`config.mk`:
```
export PLATFORM = sky130hd
export DESIGN_NAME = adc_conversion_control
export DESIGN_NICKNAME = d
export VERILOG_FILES = /design/src/rtl/adc_ctl_pkg.sv /design/src/rtl/adc_result_store.sv /design/src/rtl/adc_conversion_control.sv
export SDC_FILE = /design/constraint.sdc
export NUM_CORES = 1
export LEC_CHECK = 0
export BUFFER_PORTS_ARGS = -buffer_cell sky130_fd_sc_hd__buf_4
export CORE_MARGIN = 4
export CORE_UTILIZATION = 52
export CTS_CLUSTER_DIAMETER = 200
export CTS_CLUSTER_SIZE = 28
export DETAILED_ROUTE_END_ITERATION = 8
export GPL_ROUTABILITY_DRIVEN = 1
export PLACE_DENSITY_LB_ADDON = 0.1
export SYNTH_ARGS = -nofsm -noshare
export SYNTH_HDL_FRONTEND = slang
export SYNTH_HIERARCHICAL = 1
export SYNTH_SLANG_ARGS = --single-unit
```
`constraint.sdc`:
```
create_clock -name clk_i -period 2.47 [get_ports clk_i]
set_input_delay 0.247 -clock clk_i [delete_from_list [all_inputs] [get_ports clk_i]]
set_output_delay 0.247 -clock clk_i [all_outputs]
set_load 0.05 [all_outputs]
```
`src/rtl/adc_ctl_pkg.sv`:
```
// Package of register map, field layout and timing constants for ADC control
package adc_ctl_pkg;
    // ------------------------------------------------------------
    // Bus geometry
    // ------------------------------------------------------------
    localparam int          ADDR_W          = 12;
    localparam int          DATA_W          = 32;
    localparam int          REG_W           = 8;
    localparam int          SEL_W           = 4;

    // ------------------------------------------------------------
    // Register map
    // ------------------------------------------------------------
    localparam logic [11:0] ADC_CONTROL_ZERO_ADDR = 12'hf70;
    localparam logic [11:0] ADC_CONTROL_ONE_ADDR  = 12'hf74;
    localparam logic [11:0] ADC_RESULT_ADDR       = 12'hf78;
    localparam logic [7:0]  CTL0_RESET      = 8'h00;
    localparam logic [7:0]  CTL1_RESET      = 8'h80;

    // ------------------------------------------------------------
    // Field positions
    // ------------------------------------------------------------
    localparam int          GO_BIT          = 7;
    localparam int          REF_LSB_BIT     = 6;
    localparam int          REF_BUF_BIT     = 5;
    localparam int          REPEAT_BIT      = 4;
    localparam int          CHAN_MSB        = 3;
    localparam int          REF_MSB_BIT     = 7;
    localparam int          CHAN_W          = 4;
    localparam int          RESULT_W        = 10;

    // ------------------------------------------------------------
    // Channel and reference encodings
    // ------------------------------------------------------------
    localparam logic [3:0]  TEMP_CHANNEL    = 4'he;
    localparam logic [1:0]  REF_EXTERNAL    = 2'h0;
    localparam logic [1:0]  REF_ONE_VOLT    = 2'h1;
    localparam logic [1:0]  REF_TWO_VOLT    = 2'h2;

    // ------------------------------------------------------------
    // Timing in system clock cycles
    // ------------------------------------------------------------
    localparam int          FIRST_CYCLES    = 5129;
    localparam int          UPDATE_CYCLES   = 256;
    localparam int          TEMP_FACTOR     = 2;
    localparam int          CNT_W           = 14;

    typedef enum logic [1:0] {
        CONV_IDLE,
        CONV_FIRST,
        CONV_REPEAT
    } conv_state_t;
endpackage

```
`src/rtl/adc_result_store.sv`:
```
// Result holding register that captures each finished conversion sample
`timescale 1ns/1ps
module adc_result_store (
    // Clock and reset
    input  wire logic                              clk_i,
    input  wire logic                              rst_i,
    // Capture side
    input  wire logic                              capture_i,
    input  wire logic [adc_ctl_pkg::RESULT_W-1:0]  sample_i,
    // Read side
    output logic      [adc_ctl_pkg::RESULT_W-1:0]  result_o
);
    import adc_ctl_pkg::*;

    logic [RESULT_W-1:0] result_reg;

    always_ff @(posedge clk_i) begin
        if (rst_i) begin
            result_reg <= '0;
        end else if (capture_i) begin
            result_reg <= sample_i;
        end
    end

    assign result_o = result_reg;
endmodule

```
`src/rtl/adc_conversion_control.sv`:
```
// Converter control registers, conversion sequencer and Wishbone slave
//
// Design decision made here: the Wishbone register port.
`timescale 1ns/1ps
module adc_conversion_control (
    // Clock and reset
    input  wire logic                              clk_i,
    input  wire logic                              rst_i,
    // Wishbone slave
    input  wire logic                              cyc_i,
    input  wire logic                              stb_i,
    input  wire logic                              we_i,
    input  wire logic [adc_ctl_pkg::ADDR_W-1:0]    adr_i,
    input  wire logic [adc_ctl_pkg::SEL_W-1:0]     sel_i,
    input  wire logic [adc_ctl_pkg::DATA_W-1:0]    dat_i,
    output logic      [adc_ctl_pkg::DATA_W-1:0]    dat_o,
    output logic                                   ack_o,
    // Analog core
    input  wire logic [adc_ctl_pkg::RESULT_W-1:0]  sample_i,
    output logic      [adc_ctl_pkg::CHAN_W-1:0]    input_channel_sel_o,
    output logic      [1:0]                        ref_level_o,
    output logic                                   ref_buffer_drive_o,
    output logic                                   converting_o,
    output logic                                   result_valid_o
);
    import adc_ctl_pkg::*;

    // ------------------------------------------------------------
    // Registers
    // ------------------------------------------------------------
    logic [REG_W-1:0]    ctl0_reg;
    logic [REG_W-1:0]    ctl1_reg;
    logic                ack_reg;
    logic [DATA_W-1:0]   dat_reg;
    conv_state_t         state_reg;
    logic [CNT_W-1:0]    count_reg;
    logic                done_reg;
    logic [CHAN_W-1:0]   chan_reg;
    logic [1:0]          ref_reg;
    logic                buf_reg;
    logic [RESULT_W-1:0] result;
    logic [RESULT_W-1:0] sample_meta_reg;
    logic [RESULT_W-1:0] sample_sync_reg;
    logic [RESULT_W-1:0] sample_last_reg;
    logic [RESULT_W-1:0] sample_good_reg;

    logic                bus_req;
    logic                wr_ctl0;
    logic                wr_ctl1;
    logic                go_write;
    logic                temp_sel;
    logic [CNT_W-1:0]    first_len;
    logic [CNT_W-1:0]    update_len;
    logic                count_end;
    logic                finish;

    assign bus_req  = cyc_i && stb_i && !ack_reg;
    assign wr_ctl0  = bus_req && we_i && sel_i[0]
                      && adr_i == ADC_CONTROL_ZERO_ADDR;
    assign wr_ctl1  = bus_req && we_i && sel_i[0]
                      && adr_i == ADC_CONTROL_ONE_ADDR;
    assign go_write = wr_ctl0 && dat_i[GO_BIT];

    // ------------------------------------------------------------
    // Conversion timing
    // ------------------------------------------------------------
    assign temp_sel   = ctl0_reg[CHAN_MSB:0] == TEMP_CHANNEL;
    assign first_len  = temp_sel ? CNT_W'(FIRST_CYCLES * TEMP_FACTOR)
                                 : CNT_W'(FIRST_CYCLES);
    assign update_len = temp_sel ? CNT_W'(UPDATE_CYCLES * TEMP_FACTOR)
                                 : CNT_W'(UPDATE_CYCLES);
    assign count_end  = (state_reg == CONV_FIRST
                         && count_reg == first_len - CNT_W'(1))
                     || (state_reg == CONV_REPEAT
                         && count_reg == update_len - CNT_W'(1));
    // A go write in the last cycle restarts; no result escapes
    assign finish     = count_end && !go_write;

    // ------------------------------------------------------------
    // Sequencer
    // ------------------------------------------------------------
    always_ff @(posedge clk_i) begin
        if (rst_i) begin
            state_reg <= CONV_IDLE;
            count_reg <= '0;
        end else if (go_write) begin
            state_reg <= CONV_FIRST;
            count_reg <= '0;
        end else if (finish) begin
            count_reg <= '0;
            if (ctl0_reg[REPEAT_BIT]) begin
                state_reg <= CONV_REPEAT;
            end else begin
                state_reg <= CONV_IDLE;
            end
        end else if (state_reg != CONV_IDLE) begin
            count_reg <= count_reg + CNT_W'(1);
        end
    end

    always_ff @(posedge clk_i) begin
        if (rst_i) begin
            done_reg <= 1'b0;
        end else begin
            done_reg <= finish;
        end
    end

    // ------------------------------------------------------------
    // Control registers
    // ------------------------------------------------------------
    always_ff @(posedge clk_i) begin
        if (rst_i) begin
            ctl0_reg <= CTL0_RESET;
        end else if (wr_ctl0) begin
            ctl0_reg[GO_BIT-1:0] <= dat_i[GO_BIT-1:0];
            // Go only sets; a zero write keeps a running bit
            if (dat_i[GO_BIT]) begin
                ctl0_reg[GO_BIT] <= 1'b1;
            end else if (finish && state_reg == CONV_FIRST) begin
                ctl0_reg[GO_BIT] <= 1'b0;
            end
        end else if (finish && state_reg == CONV_FIRST) begin
            // Continuous mode also clears go after the first result
            ctl0_reg[GO_BIT] <= 1'b0;
        end
    end

    always_ff @(posedge clk_i) begin
        if (rst_i) begin
            ctl1_reg <= CTL1_RESET;
        end else if (wr_ctl1) begin
            ctl1_reg <= dat_i[REG_W-1:0];
        end
    end

    // ------------------------------------------------------------
    // Analog steering outputs
    // ------------------------------------------------------------
    always_ff @(posedge clk_i) begin
        if (rst_i) begin
            chan_reg <= '0;
            ref_reg  <= REF_TWO_VOLT;
            buf_reg  <= 1'b0;
        end else begin
            chan_reg <= ctl0_reg[CHAN_MSB:0];
            ref_reg  <= {ctl1_reg[REF_MSB_BIT],
                         ctl0_reg[REF_LSB_BIT]};
            buf_reg  <= ctl0_reg[REF_BUF_BIT];
        end
    end

    // ------------------------------------------------------------
    // Sample synchroniser
    // ------------------------------------------------------------
    // Core settles on its own timing; a word is taken only once the
    // second and third stages agree, so skewed bits never get through
    always_ff @(posedge clk_i) begin
        if (rst_i) begin
            sample_meta_reg <= '0;
            sample_sync_reg <= '0;
            sample_last_reg <= '0;
            sample_good_reg <= '0;
        end else begin
            sample_meta_reg <= sample_i;
            sample_sync_reg <= sample_meta_reg;
            sample_last_reg <= sample_sync_reg;
            if (sample_sync_reg == sample_last_reg) begin
                sample_good_reg <= sample_last_reg;
            end
        end
    end

    adc_result_store u_store (
        .clk_i     (clk_i),
        .rst_i     (rst_i),
        .capture_i (finish),
        .sample_i  (sample_good_reg),
        .result_o  (result)
    );

    // ------------------------------------------------------------
    // Bus answer: one wait-free cycle, unmapped reads zero
    // ------------------------------------------------------------
    always_ff @(posedge clk_i) begin
        if (rst_i) begin
            ack_reg <= 1'b0;
            dat_reg <= '0;
        end else begin
            ack_reg <= bus_req;
            if (bus_req && !we_i) begin
                unique case (adr_i)
                    ADC_CONTROL_ZERO_ADDR:
                        dat_reg <= {{(DATA_W-REG_W){1'b0}}, ctl0_reg};
                    ADC_CONTROL_ONE_ADDR:
                        dat_reg <= {{(DATA_W-REG_W){1'b0}}, ctl1_reg};
                    ADC_RESULT_ADDR:
                        dat_reg <= {{(DATA_W-RESULT_W){1'b0}}, result};
                    default:
                        dat_reg <= '0;
                endcase
            end
        end
    end

    assign dat_o               = dat_reg;
    assign ack_o               = ack_reg;
    assign input_channel_sel_o = chan_reg;
    assign ref_level_o         = ref_reg;
    assign ref_buffer_drive_o  = buf_reg;
    assign converting_o        = ctl0_reg[GO_BIT];
    assign result_valid_o      = done_reg;
endmodule

```
==> summary.md <==
| Metric | Value |
|---|---|
| Outcome | complete, no violations |
| Share of cells above drive strength 1 | 21.3% |
| Most common cell after layout, fill and taps aside | dfxtp_1 |
| Post-Syn Instances | 390 |
| GRT Resource Usage Total | 17.3% |
| Power, Total | 2.96 mW |
| Worst min path class | input pin to register |
| Largest vdd supply drop | 0.000398 V |
| Leak | 2.04 nW |
| Netlist Area Pre-Place | 4010 um2 |
| Leading area contributor after synthesis | dfxtp_1 |
| Seq cells post-synth | 101 |
| First-pass GRT wire length | 12.2 mm |
| Startpoint types | register |
| CP arrival | 2400 ps |
| Crit end category | register |
| Reg clk slew, reported paths | 100 ps |
| Top cells by area, synth | dfxtp_1 (50%), mux2i_1 (10%), nor2b_1 (5.9%) |
| Met2 routed WL | 3.12 mm |
| FF-to-FF End | u_store/result_o[5] |
| DR iter-0 viols | 138 |
| Number of flip-flops in the largest register | 14 |
| Clock latency on the worst-skew pair | 370 ps |
| GRT overflow | 0 |
| CTS buffer count | 9 |
| Final WL | 7.37 mm |
| Fmax | 0.465 GHz |
| RSZ-0062 raised after global routing | no |
| Vias in the first global route | 2620 |
| Slack of the worst reg-to-reg path | 320 ps |
| Setup Skew | 12.1 ps |
| Reg2reg start | count_reg[7] |
| Drc violations | 0 |
| Syn_area_per_cell | 10.3 um2 |
| Gpl congestion | 0.849 |
| Wire per inst | 13.4 um |
| Die ar. | 9180 um2 |
| Synth Warn # | 6 |
| Antenna violations before repair | 0 |
| CORE AREA | 7370 um2 |
| Antenna viol nets, final | 0 |
| Synth top area share | 50.5% |
| Initial DRT Pass Iterations | 4 |
| Total negative slack | 0 ps |
| # diodes | 0 |
| Met3 Wirelength | 477 um |
| Rows | 31 |
| Tcrit/Tclk final | 87.1% |
| Number of stages on the worst hold path | 2 |
| WP data required | 2720 ps |
| Dpl cells | 533 |
| Max Transition Viols Final | 0 |
| DR vias | 2737 |
| Sink Count | 101 |
| Finished Layout Cells | 549 |
| Final #Nets | 509 |
| Setup Fix Bufs, Post-CTS | 0 |
| Slew @ Worst Pin | 644 ps |
| Cts-stage hold buffer count | 0 |
| Slew margin rel. | 56.9% |
| Pwr dens | 638 nW/um2 |
| Hold Vio Cnt, Final | 0 |
| Crit path cell chain | or4_4 -> nor4_4 -> o211ai_2 -> and2_1 -> a31oi_1 -> buf_4 -> mux2i_1 -> nor2_1 |
| Maximum fanout along the worst path | 10 |
| H-tree Lvls | 3 |
| Critical Setup Path Class | register to register |
| Max-cap violations | 0 |
| Highest routed layer | met4 |
| Hpwl dp | 5.31 mm |
| Clock Path Buffers | 2 |
| CTS tree | yes |
| CP max stage cell | or4_4 |
| I/O Buffers | 55 |
| Root Driver | clkbuf_8 |
| Initial core utilization | 54.4% |
| Vert. Die Dim | 95.8 um |
| Hold worst-path end | sample_meta_reg[7] |
| Worst Hold Launch | sample_i[7] |
| Die Wd | 95.8 um |
| Minimum clock period after layout | 2150 ps |
| Post-CTS sizing | 0 |
| Synth-to-Final Area Change | 15.6% |
| Vias per inst | 4.99 |
| Sequential area share after synthesis | 50.5% |
| Yosys cell types | 45 |
| CP max stage delay | 540 ps |
| Reg2Reg Depth | 8 |
| Most frequent cells in the layout | dfxtp_1 (101), buf_4 (62), nor2_1 (48) |
| Setup Viol. Count Final | 0 |
| Pin count of the biggest net entering global routing | 44 |
| I/O Pins | 105 |
| Metal-1 WL | 3.65 mm |
final cells by class:
type                    count  area [um2]
multi-input cells         270        1810
repair buffers             62         465
inverters                   1        3.75
clock buffers              11         141
clock inverters             5        66.3
flip-flops and latches    101        2020
fillers                   673        2740
well taps                  99         124
worst max-delay path by stage:
stage / start / to / slack, ps / cells after the start
floorplan: state_reg[1] / u_store/result_o[0] / 430 / 8
global placement: count_reg[7] / u_store/result_o[1] / 360 / 8
detailed placement: state_reg[1] / u_store/result_o[3] / 320 / 8
CTS: count_reg[7] / u_store/result_o[5] / 310 / 8
global route: count_reg[0] / u_store/result_o[5] / 150 / 9
finish: count_reg[7] / u_store/result_o[5] / 320 / 8
critical path, delay by kind of cell, from the launching register on:
kind | cells | cell delay, ps
compound gates | 2 | 270
flops | 1 | 360
simple gates | 4 | 930
buf+inv | 1 | 240
mux | 1 | 210
per-layer routing:
layer	track usage, %	up-vias
met5	0	-
met4	7.82	0
met3	3.99	10
met2	25.2	76
met1	24.3	1267
li1	-	1384
where the power goes:
part	total (mW)	switching, mW	internal, mW
Sequential	1.66	0.00989	1.65
Clock	1.08	0.575	0.509
Combinational	0.214	0.141	0.0731
Total	2.96	0.726	2.23
per-stage QoR:
step	utilization (%)	cell area (um2)	setup slack, ps	hold slack, ps
global placement	60.1	4430	359	418
floorplan	-	4090	430	365
global route	62.9	4630	151	71.3
finish	62.9	4630	319	79.5
detailed placement	60.1	4430	320	426
CTS	62.9	4630	311	64.3
synth_stat cells (all sizes together):
cell type	instances
dfxtp	101
nor2	58
mux2i	42
nor2b	38
buf	30
xor2	15
nand2	11
clkbuf	9
xnor2	9
a21o	8
o2bb2ai	8
nand4	7
and3	6
nand3	6
nor3	5
nor4	5
a21oi	4
or2	4
nor3b	3
a22oi	2
and2	2
nand4b	2
or4b	2
a211o	1
a21bo	1
a31oi	1
and4b	1
conb	1
ha	1
inv	1
nand2b	1
nand3b	1
nor4b	1
o211ai	1
o22ai	1
or4	1
logic make-up after synthesis:
family                   Yosys count  share of synthesized area [%]
flip-flops                       101                           50.5
buffers and inverters             40                           6.34
AND/OR/NAND/NOR                  154                           21.9
AO/OA/AOI/OAI                     27                           5.21
XOR/XNOR                          24                           5.25
adder cells (fa/ha/maj)            1                          0.312
multiplexers                      42                           10.5
other                              1                         0.0936
Note: power is estimated with default switching activity, not from simulation.
